$ cat config.mk
export PLATFORM = sky130hd
export DESIGN_NAME = mpuac_core
export DESIGN_NICKNAME = d
export VERILOG_FILES = /design/src/mpuac_pkg.sv /design/src/mpuac_core.sv
export VERILOG_INCLUDE_DIRS = /design/src
export SDC_FILE = /design/constraint.sdc
export NUM_CORES = 1
export LEC_CHECK = 0
export BUFFER_PORTS_ARGS = -buffer_cell sky130_fd_sc_hd__buf_2
export CAP_MARGIN = 20
export CORE_AREA = 2 2 167 169
export DETAILED_ROUTE_END_ITERATION = 12
export DIE_AREA = 0 0 169 171
export GPL_ROUTABILITY_DRIVEN = 0
export PLACE_DENSITY = 0.69
export SETUP_SLACK_MARGIN = 0.5
export SYNTH_ARGS = -nofsm -noshare
export SYNTH_HDL_FRONTEND = slang
export SYNTH_SLANG_ARGS = --single-unit
$ cat constraint.sdc
create_clock -name clk -period 8.4 [get_ports clk]
set_input_delay 0.42 -clock clk [delete_from_list [all_inputs] [get_ports clk]]
set_output_delay 0.42 -clock clk [all_outputs]
set_load 0.005 [all_outputs]
$ cat src/mpuac_regs.svh
// What this block does
// - bit 12 of region access control: 1 forbids instruction fetch from the region
// - bits 10:8 are the data permission code for privileged and user accesses
// - code 000 denies every data access and raises a permission fault
// - code 001 allows privileged read/write, denies all user access
// - code 010 allows privileged read/write, user read; user write faults
// - code 011 is full access; code 110 is read-only for both levels
// - code 101 allows privileged reads only, denies all user access
// - bits 5:3 extend the memory type together with bits 1 and 0
// - bit 2 marks shareable, effective for normal memory only
// - fetches need read permission and execute-never clear
// - region access control and region select only reachable when privileged
// - region select bits 3:0 pick which region's registers are accessed
// - data memory base in bits 31:12, reset zero
// - data memory size code in bits 5:2, 0000 none, 0011..1000 4KB..128KB
// - data memory enable in bit 0, reset zero
// - without data memory built, enable ignores writes and reads zero
// - instruction memory register reports base and size, may boot enabled
// - instruction base resets to FFFF0 with boot enable and high vector, else 0
// - instruction enable comes up set when boot enable is high at reset
`ifndef MPUAC_REGS_SVH
`define MPUAC_REGS_SVH
// coprocessor coordinate {crn, crm, op2}
`define MPUAC_SEL_RAC 11'h030C
`define MPUAC_SEL_RGN 11'h0310
`define MPUAC_SEL_DTCM 11'h0488
`define MPUAC_SEL_ITCM 11'h0489
`define MPUAC_NUM_REGIONS 16
`define MPUAC_RAC_EXEC_NEVER 12
`define MPUAC_RAC_PERM 10:8
`define MPUAC_RAC_TYPE_EXT 5:3
`define MPUAC_RAC_S 2
`define MPUAC_RAC_C 1
`define MPUAC_RAC_B 0
`define MPUAC_RGN_FIELD 3:0
`define MPUAC_TCM_BASE 31:12
`define MPUAC_TCM_SIZE 5:2
`define MPUAC_TCM_EN 0
`define MPUAC_RAC_RST 10'h000
`define MPUAC_RGN_RST 4'h0
`define MPUAC_BASE_RST 20'h0_0000
`define MPUAC_BASE_HIVEC 20'hF_FFF0
`define MPUAC_DTCM_BUILT 1'b1
`define MPUAC_DTCM_SIZE 4'h5
`define MPUAC_ITCM_SIZE 4'h5
`define MPUAC_PERM_NONE 3'h0
`define MPUAC_PERM_PRIV 3'h1
`define MPUAC_PERM_UREAD 3'h2
`define MPUAC_PERM_FULL 3'h3
`define MPUAC_PERM_PRO 3'h5
`define MPUAC_PERM_RO 3'h6
`endif

$ cat src/mpuac_pkg.sv
package mpuac_pkg;
  typedef struct packed {
    logic valid;
    logic write;
    logic priv;
    logic [3:0] crn;
    logic [3:0] crm;
    logic [2:0] op2;
    logic [31:0] wdata;
  } mpuac_cp_req_type;
  typedef struct packed {
    logic ack;
    logic err;
    logic [31:0] rdata;
  } mpuac_cp_rsp_type;
  typedef struct packed {
    logic valid;
    logic priv;
    logic write;
    logic fetch;
    logic [3:0] region;
  } mpuac_chk_req_type;
  typedef enum logic [1:0] {
    MPUAC_STRONG = 2'h0,
    MPUAC_DEVICE = 2'h1,
    MPUAC_NORMAL = 2'h2
  } mpuac_class_type;
  typedef struct packed {
    logic done;
    logic fault;
    logic shareable;
    mpuac_class_type mem_class;
  } mpuac_chk_rsp_type;
  typedef struct packed {
    logic exec_never;
    logic [2:0] data_perm_field;
    logic [2:0] memory_type_ext;
    logic s;
    logic c;
    logic b;
  } mpuac_rac_type;
  typedef enum logic [1:0] {
    MPUAC_INIT_WAIT = 2'h0,
    MPUAC_INIT_SYNC = 2'h1,
    MPUAC_INIT_LOAD = 2'h3,
    MPUAC_INIT_DONE = 2'h2
  } mpuac_init_type;
endpackage

$ cat src/mpuac_core.sv
`timescale 1ns/100ps
`default_nettype none
`include "mpuac_regs.svh"
module mpuac_core (
  input wire logic clk,
  input wire logic arst_n,
  input wire logic boot_imem_enable_p0,
  input wire logic high_vector_boot_p0,
  input wire mpuac_pkg::mpuac_cp_req_type cp_req,
  output mpuac_pkg::mpuac_cp_rsp_type cp_rsp,
  input wire mpuac_pkg::mpuac_chk_req_type chk_req,
  output mpuac_pkg::mpuac_chk_rsp_type chk_rsp,
  output logic [19:0] dtcm_base,
  output logic dtcm_enable,
  output logic [19:0] itcm_base,
  output logic itcm_enable
);
  // ************************************************************
  // reset and strap synchronisers
  // ************************************************************
  logic rst_q1;
  logic rst_n;
  logic boot_q1;
  logic boot_q2;
  logic hivec_q1;
  logic hivec_q2;

  always_ff @(posedge clk or negedge arst_n) begin
    if (!arst_n) begin
      rst_q1 <= 1'b0;
      rst_n <= 1'b0;
    end else begin
      rst_q1 <= 1'b1;
      rst_n <= rst_q1;
    end
  end

  always_ff @(posedge clk or negedge rst_n) begin
    if (!rst_n) begin
      boot_q1 <= 1'b0;
      boot_q2 <= 1'b0;
      hivec_q1 <= 1'b0;
      hivec_q2 <= 1'b0;
    end else begin
      boot_q1 <= boot_imem_enable_p0;
      boot_q2 <= boot_q1;
      hivec_q1 <= high_vector_boot_p0;
      hivec_q2 <= hivec_q1;
    end
  end

  // ************************************************************
  // strap capture after reset release
  // ************************************************************
  // straps need two edges to cross the synchroniser before they are loaded
  mpuac_pkg::mpuac_init_type init_state;

  always_ff @(posedge clk or negedge rst_n) begin
    if (!rst_n) begin
      init_state <= mpuac_pkg::MPUAC_INIT_WAIT;
    end else begin
      unique case (init_state)
        mpuac_pkg::MPUAC_INIT_WAIT: init_state <= mpuac_pkg::MPUAC_INIT_SYNC;
        mpuac_pkg::MPUAC_INIT_SYNC: init_state <= mpuac_pkg::MPUAC_INIT_LOAD;
        mpuac_pkg::MPUAC_INIT_LOAD: init_state <= mpuac_pkg::MPUAC_INIT_DONE;
        mpuac_pkg::MPUAC_INIT_DONE: init_state <= mpuac_pkg::MPUAC_INIT_DONE;
      endcase
    end
  end

  logic init_load;
  assign init_load = (init_state == mpuac_pkg::MPUAC_INIT_LOAD);

  // ************************************************************
  // coprocessor access decode
  // ************************************************************
  logic [10:0] sel;
  logic hit_rac;
  logic hit_rgn;
  logic hit_dtcm;
  logic hit_itcm;
  logic acc_ok;
  logic wr_en;

  assign sel = {cp_req.crn, cp_req.crm, cp_req.op2};
  assign hit_rac = (sel == `MPUAC_SEL_RAC);
  assign hit_rgn = (sel == `MPUAC_SEL_RGN);
  assign hit_dtcm = (sel == `MPUAC_SEL_DTCM);
  assign hit_itcm = (sel == `MPUAC_SEL_ITCM);
  // user mode and unknown coordinates are refused with no side effect
  assign acc_ok = cp_req.valid && cp_req.priv &&
                  (hit_rac || hit_rgn || hit_dtcm || hit_itcm);
  assign wr_en = acc_ok && cp_req.write;

  // ************************************************************
  // region select and per-region attributes
  // ************************************************************
  logic [3:0] region_select;
  mpuac_pkg::mpuac_rac_type region_access_control [`MPUAC_NUM_REGIONS];

  always_ff @(posedge clk or negedge rst_n) begin
    if (!rst_n) begin
      region_select <= `MPUAC_RGN_RST;
    end else if (wr_en && hit_rgn) begin
      region_select <= cp_req.wdata[`MPUAC_RGN_FIELD];
    end
  end

  // all sixteen indices are implemented, so no select value is out of range
  genvar gi;
  generate
    for (gi = 0; gi < `MPUAC_NUM_REGIONS; gi++) begin : g_region
      always_ff @(posedge clk or negedge rst_n) begin
        if (!rst_n) begin
          region_access_control[gi] <= `MPUAC_RAC_RST;
        end else if (wr_en && hit_rac && region_select == 4'(gi)) begin
          region_access_control[gi] <= {cp_req.wdata[`MPUAC_RAC_EXEC_NEVER],
                                        cp_req.wdata[`MPUAC_RAC_PERM],
                                        cp_req.wdata[`MPUAC_RAC_TYPE_EXT],
                                        cp_req.wdata[`MPUAC_RAC_S],
                                        cp_req.wdata[`MPUAC_RAC_C],
                                        cp_req.wdata[`MPUAC_RAC_B]};
        end
      end
    end
  endgenerate

  // ************************************************************
  // tightly coupled memory region registers
  // ************************************************************
  always_ff @(posedge clk or negedge rst_n) begin
    if (!rst_n) begin
      dtcm_base <= `MPUAC_BASE_RST;
      dtcm_enable <= 1'b0;
    end else if (wr_en && hit_dtcm) begin
      dtcm_base <= cp_req.wdata[`MPUAC_TCM_BASE];
      dtcm_enable <= cp_req.wdata[`MPUAC_TCM_EN] & `MPUAC_DTCM_BUILT;
    end
  end

  // a software write landing on the load cycle is lost to the strap value
  always_ff @(posedge clk or negedge rst_n) begin
    if (!rst_n) begin
      itcm_base <= `MPUAC_BASE_RST;
      itcm_enable <= 1'b0;
    end else if (init_load) begin
      itcm_base <= (boot_q2 && hivec_q2) ? `MPUAC_BASE_HIVEC : `MPUAC_BASE_RST;
      itcm_enable <= boot_q2;
    end else if (wr_en && hit_itcm) begin
      itcm_base <= cp_req.wdata[`MPUAC_TCM_BASE];
      itcm_enable <= cp_req.wdata[`MPUAC_TCM_EN];
    end
  end

  // ************************************************************
  // register read path
  // ************************************************************
  mpuac_pkg::mpuac_rac_type cur_rac;
  logic [31:0] next_rdata;
  assign cur_rac = region_access_control[region_select];

  always_comb begin
    next_rdata = 32'h0000_0000;
    if (acc_ok && !cp_req.write) begin
      if (hit_rac) begin
        next_rdata[`MPUAC_RAC_EXEC_NEVER] = cur_rac.exec_never;
        next_rdata[`MPUAC_RAC_PERM] = cur_rac.data_perm_field;
        next_rdata[`MPUAC_RAC_TYPE_EXT] = cur_rac.memory_type_ext;
        next_rdata[`MPUAC_RAC_S] = cur_rac.s;
        next_rdata[`MPUAC_RAC_C] = cur_rac.c;
        next_rdata[`MPUAC_RAC_B] = cur_rac.b;
      end else if (hit_rgn) begin
        next_rdata[`MPUAC_RGN_FIELD] = region_select;
      end else if (hit_dtcm) begin
        next_rdata[`MPUAC_TCM_BASE] = dtcm_base;
        next_rdata[`MPUAC_TCM_SIZE] = `MPUAC_DTCM_SIZE;
        next_rdata[`MPUAC_TCM_EN] = dtcm_enable;
      end else begin
        next_rdata[`MPUAC_TCM_BASE] = itcm_base;
        next_rdata[`MPUAC_TCM_SIZE] = `MPUAC_ITCM_SIZE;
        next_rdata[`MPUAC_TCM_EN] = itcm_enable;
      end
    end
  end

  always_ff @(posedge clk or negedge rst_n) begin
    if (!rst_n) begin
      cp_rsp <= '0;
    end else begin
      cp_rsp.ack <= cp_req.valid;
      cp_rsp.err <= cp_req.valid && !acc_ok;
      cp_rsp.rdata <= next_rdata;
    end
  end

  // ************************************************************
  // permission and attribute check
  // ************************************************************
  mpuac_pkg::mpuac_rac_type chk_rac;
  logic [3:0] perm;
  logic rd_ok;
  logic wr_ok;
  logic next_fault;
  mpuac_pkg::mpuac_class_type next_class;
  assign chk_rac = region_access_control[chk_req.region];

  // perm = {priv read, priv write, user read, user write}
  always_comb begin
    unique case (chk_rac.data_perm_field)
      `MPUAC_PERM_NONE: perm = 4'h0;
      `MPUAC_PERM_PRIV: perm = 4'hC;
      `MPUAC_PERM_UREAD: perm = 4'hE;
      `MPUAC_PERM_FULL: perm = 4'hF;
      `MPUAC_PERM_PRO: perm = 4'h8;
      `MPUAC_PERM_RO: perm = 4'hA;
      default: perm = 4'h0;
    endcase
  end

  assign rd_ok = chk_req.priv ? perm[3] : perm[1];
  assign wr_ok = chk_req.priv ? perm[2] : perm[0];

  always_comb begin
    if (chk_req.fetch) begin
      next_fault = !(rd_ok && !chk_rac.exec_never);
    end else if (chk_req.write) begin
      next_fault = !wr_ok;
    end else begin
      next_fault = !rd_ok;
    end
  end

  // type extension with C and B; reserved combinations fall into normal
  always_comb begin
    if (chk_rac.memory_type_ext == 3'h0 && !chk_rac.c && !chk_rac.b) begin
      next_class = mpuac_pkg::MPUAC_STRONG;
    end else if (!chk_rac.c && ((chk_rac.memory_type_ext == 3'h0 && chk_rac.b) ||
                 (chk_rac.memory_type_ext == 3'h2 && !chk_rac.b))) begin
      next_class = mpuac_pkg::MPUAC_DEVICE;
    end else begin
      next_class = mpuac_pkg::MPUAC_NORMAL;
    end
  end

  always_ff @(posedge clk or negedge rst_n) begin
    if (!rst_n) begin
      chk_rsp <= '0;
    end else begin
      chk_rsp.done <= chk_req.valid;
      chk_rsp.fault <= chk_req.valid && next_fault;
      chk_rsp.shareable <= chk_rac.s && (next_class == mpuac_pkg::MPUAC_NORMAL);
      chk_rsp.mem_class <= next_class;
    end
  end
endmodule
`default_nettype wire

==> results.toml <==
[sta]
timing.final.hold_violations = 0
period_needed_ns = 2.71
setup-violations-final = 0
finalSetupTns_ns = 0
max-slew-margin-rel_pct = 34.9
tightestPinTransition_ns = 0.973
maximum_frequency_from_static_timing_analysis_mhz = 369
finalMaxSlewViolations = 0
clock_skew_ns = 0.0170
grt_setup_unrepaired = "no"
final_min_period_over_clock_period_pct = 32.3

[critical_path]
worstPathArrival_ns = 3.12
setup.worst_path.start_class = "register"
cp_data_required_time_ns = 8.81
path_class = "register to register"
cp_slowest_stage_delay_ns = 0.94
worst-path-max-fanout = 15
worstReg2RegStart = "region_select[3]$_DFFE_PN0P_"
critical_path_top_delay_cell = "sky130_fd_sc_hd__dfrtp_1"
critical_path.endpoint_type = "register"
rrSetupSlack_ns = 5.69
critical_path.reg2reg.endpoint = "region_access_control[58]$_DFFE_PN0P_"
rr_worst_depth = 4
cp_cell_sequence = "nand3b_1 > nor3b_2 > buf_4 > mux2_2"

[synth]
yosysTopAreaCell = "sky130_fd_sc_hd__dfrtp_1"
synth.avg_cell_area_um2 = 14.5
synthDistinctLibCells = 51
synth_async_sr_flop_share_pct = 100
synth.top_cells.by_count = "sky130_fd_sc_hd__dfrtp_1, sky130_fd_sc_hd__mux2_2, sky130_fd_sc_hd__mux4_2"
synthesis.instances = 833
synth.top_cells.by_area = "sky130_fd_sc_hd__dfrtp_1, sky130_fd_sc_hd__mux2_2, sky130_fd_sc_hd__mux4_2, sky130_fd_sc_hd__nand2_1, sky130_fd_sc_hd__a21oi_1"
synth_simple_gate_area_share_pct = 6.98
synth_sequential_area_ratio_pct = 51.9
number_of_warnings_reported_in_the_yosys_synthesis_log = 0
synth-xor-area-share_pct = 0.0727
yosysMostFrequentCell = "sky130_fd_sc_hd__dfrtp_1"
dominant_combinational_cell_family_by_area_after_synthesis = "multiplexers"
yosysTopAreaCellShare_pct = 51.9
share_of_the_synthesized_area_in_compound_gates_ao_oa_aoi_oai_pct = 4.21
yosys.area_share.adder_pct = 0
fraction_of_synthesized_area_in_multiplexers_pct = 34.1
ys_dominant_reg_cell = "sky130_fd_sc_hd__dfrtp_1"
syn-cell-area_um2 = 12000
synth_enable_flop_cells = 0
postSynthRegisterBits = 250

[floorplanning]
core.rowCount = 61
top_level_ports = 139
die_w_um = 169
die_y_um = 171
floorplan.initialDensity_pct = 44.1
fp.dieArea_um2 = 28900
core_area_um2 = 27300

[worst_hold_path]
hp-class = "input pin to register"
hold_path.startpoint = "chk_req[7]"
min_delay_path_depth = 1
timing.hold.worst_endpoint = "chk_rsp[4]$_DFF_PN0_"

[global_route]
globalRouteMet1Util_pct = 29.0
globalRoute.totalOverflow = 0
grtUsageMet3_pct = 3.31
grt_first_pass_wirelength_mm = 46.9
grt_pass1_vias = 7970
antenna_found_initial = 1
gr-usage-met2_pct = 35.1
grt_max_degree = 144
groute.usage.overall_pct = 21.1
top_usage_layer = "met2"

[final_layout]
fillerInstances = 2312
drive_gt1_share_pct = 49.9
diodes = 0
final_cell_count_no_fill = 1311
areaGrowthSynthToFinish_pct = 15.7
nNetsFinal = 1005

[clock_network]
tritoncts = "done"
worst_skew_pair.late_latency_ns = 0.54
clk_pin_slew_ns = 0.06
cts_repair_resize_count = 0
htree_levels = 1
postCtsHoldBufs = 3
cts_post_setup_buffers_inserted = 0
tritoncts.num_buffers = 27
root_buffer = "sky130_fd_sc_hd__clkbuf_16"
ctsLongestPathBuffers = 3
clock_sink_count = 250

[pwr]
cellLeakagePower_nw = 6.63
power_frac_comb_pct = 3.9
p_sw_mw = 0.552
part_of_the_total_power_dissipated_in_the_clock_network_pct = 48.4
max-vdd-ir-drop_v = 0.000133
power_report.internal_total_mw = 2.01
power_switching_share_pct = 21.6
power_density_nw_per_um2 = 184
register_share_of_total_power_pct = 47.8

[run]
maxCapViolations = 0

[placed_design]
placedCellCount = 1261
dp_hpwl_mm = 19.0
io_buffers = 132

[drt]
viasPerCell = 5.92
routedWlPerCell_um = 22.9
detail_route.first_pass.iterations = 5
routed_vias = 7760
drc = 0
initialDrtViolationCount = 728
antenna_violating_nets_post_route = 0
detail_route.wirelength_mm = 30.0

[status]
status = "complete, no violations"
==> layout by cell type, fill, tap and decap left out, types with 2 or more instances in the layout <==
cell                            count
sky130_fd_sc_hd__nand2_1           57
sky130_fd_sc_hd__a22oi_1            3
sky130_fd_sc_hd__mux4_2            81
sky130_fd_sc_hd__a21oi_1           35
sky130_fd_sc_hd__a2bb2oi_1         16
sky130_fd_sc_hd__dlygate4sd3_1      3
sky130_fd_sc_hd__and2_1             3
sky130_fd_sc_hd__o21ai_0           19
sky130_fd_sc_hd__nor2b_1            4
sky130_fd_sc_hd__dfrtp_1          247
sky130_fd_sc_hd__a211oi_1           2
sky130_fd_sc_hd__conb_1             4
sky130_fd_sc_hd__nand2_2            5
sky130_fd_sc_hd__nor4_4             2
sky130_fd_sc_hd__nor3_1            10
sky130_fd_sc_hd__buf_4             11
sky130_fd_sc_hd__or2_2              3
sky130_fd_sc_hd__and3b_1            3
sky130_fd_sc_hd__nand3b_1           2
sky130_fd_sc_hd__inv_1              4
sky130_fd_sc_hd__o21a_1             2
sky130_fd_sc_hd__clkbuf_8           6
sky130_fd_sc_hd__mux2i_1           16
sky130_fd_sc_hd__nor2_1            12
sky130_fd_sc_hd__buf_2            132
sky130_fd_sc_hd__clkinv_2           4
sky130_fd_sc_hd__nand3_1            8
sky130_fd_sc_hd__clkbuf_16         27
sky130_fd_sc_hd__clkbuf_1           5
sky130_fd_sc_hd__nor3b_2            3
sky130_fd_sc_hd__nor4_1             9
sky130_fd_sc_hd__and3_1             7
sky130_fd_sc_hd__dfrtp_2            2
sky130_fd_sc_hd__bufinv_16          4
sky130_fd_sc_hd__mux2_2           187
sky130_fd_sc_hd__nor3_4             4
==> power groups by stage <==
| stage | Combinational (mW) | Sequential (mW) | Clock [mW] |
|---|---|---|---|
| 2_1_floorplan | 0.0417 | 1.26 | 0 |
| 3_3_place_gp | 0.0978 | 1.24 | 0 |
| 3_5_place_dp | 0.0992 | 1.24 | 0 |
| 4_1_cts | 0.101 | 1.22 | 1.26 |
| 5_1_grt | 0.110 | 1.22 | 1.32 |
| 6_report | 0.0989 | 1.22 | 1.24 |
==> how the worst max path moves through the flow <==
| stage | from | to | cells after the start |
|---|---|---|---|
| after CTS | region_select[3]$_DFFE_PN0P_ | region_access_control[58]$_DFFE_PN0P_ | 4 |
| after global placement | cp_req[38] | itcm_base[5]$_DFFE_PN0P_ | 7 |
| final | region_select[3]$_DFFE_PN0P_ | region_access_control[58]$_DFFE_PN0P_ | 4 |
| after global routing | region_select[0]$_DFFE_PN0P_ | cp_rsp[3]$_DFF_PN0_ | 5 |
| after detailed placement | cp_req[38] | itcm_base[13]$_DFFE_PN0P_ | 7 |
| after floorplan | rst_n$_DFF_PN0_ | boot_q1$_DFF_PN0_ | 0 |
==> layer usage <==
| layer | up-vias | share of wire, % | wire (um) |
|---|---|---|---|
| met3 | 60 | 6.1 | 1830 |
| met2 | 277 | 48 | 14300 |
| met5 | - | 0.053 | 16 |
| met1 | 4063 | 43 | 13000 |
| li1 | 3358 | - | - |
| met4 | 2 | 2.7 | 815 |
==> metrics by stage <==
step / setup WS, ns / power, mW / area (um^2) / util, % / hold slack [ns]
floorplan: 0.917 / 1.30 / 12100 / - / 0.124
global placement: 5.55 / 1.34 / 13000 / 47.5 / 0.206
detailed placement: 5.50 / 1.34 / 13000 / 47.5 / 0.207
CTS: 5.72 / 2.59 / 13900 / 51.0 / 0.00155
global route: 5.59 / 2.65 / 13900 / 51.0 / 0.0133
finish: 5.69 / 2.56 / 13900 / 51.0 / 0.0194
==> cell families after synthesis <==
logic type	after synthesis
mux	285
flops	250
simple gates	144
compound gates	83
buf+inv	68
other cells	2
xor+xnor	1
==> final cells by class <==
type / count / area (um^2) / area share, %
Tap cell: 346 / 433 / 3.11
Multi-Input combinational cell: 517 / 5510 / 39.5
Sequential cell: 250 / 6260 / 44.9
Timing Repair Buffer: 147 / 793 / 5.69
Clock buffer: 38 / 777 / 5.58
Inverter: 4 / 15.0 / 0.108
Clock inverter: 9 / 148 / 1.06
==> state kept, by name, indices dropped and copies added (netlist names), 2 cells and up <==
name                   count
dtcm_base                 20
chk_rsp                    5
cp_rsp                    31
region_select              4
region_access_control    160
itcm_base                 20
init_state                 2
==> critical path: cells and delay by family (launching register included) <==
family,cells,cell delay (ns)
buffers and inverters,1,0.29
multiplexers,1,0.35
flip-flops,1,0.94
AND/OR/NAND/NOR,2,1.00
(Power assumes the default switching activity.)
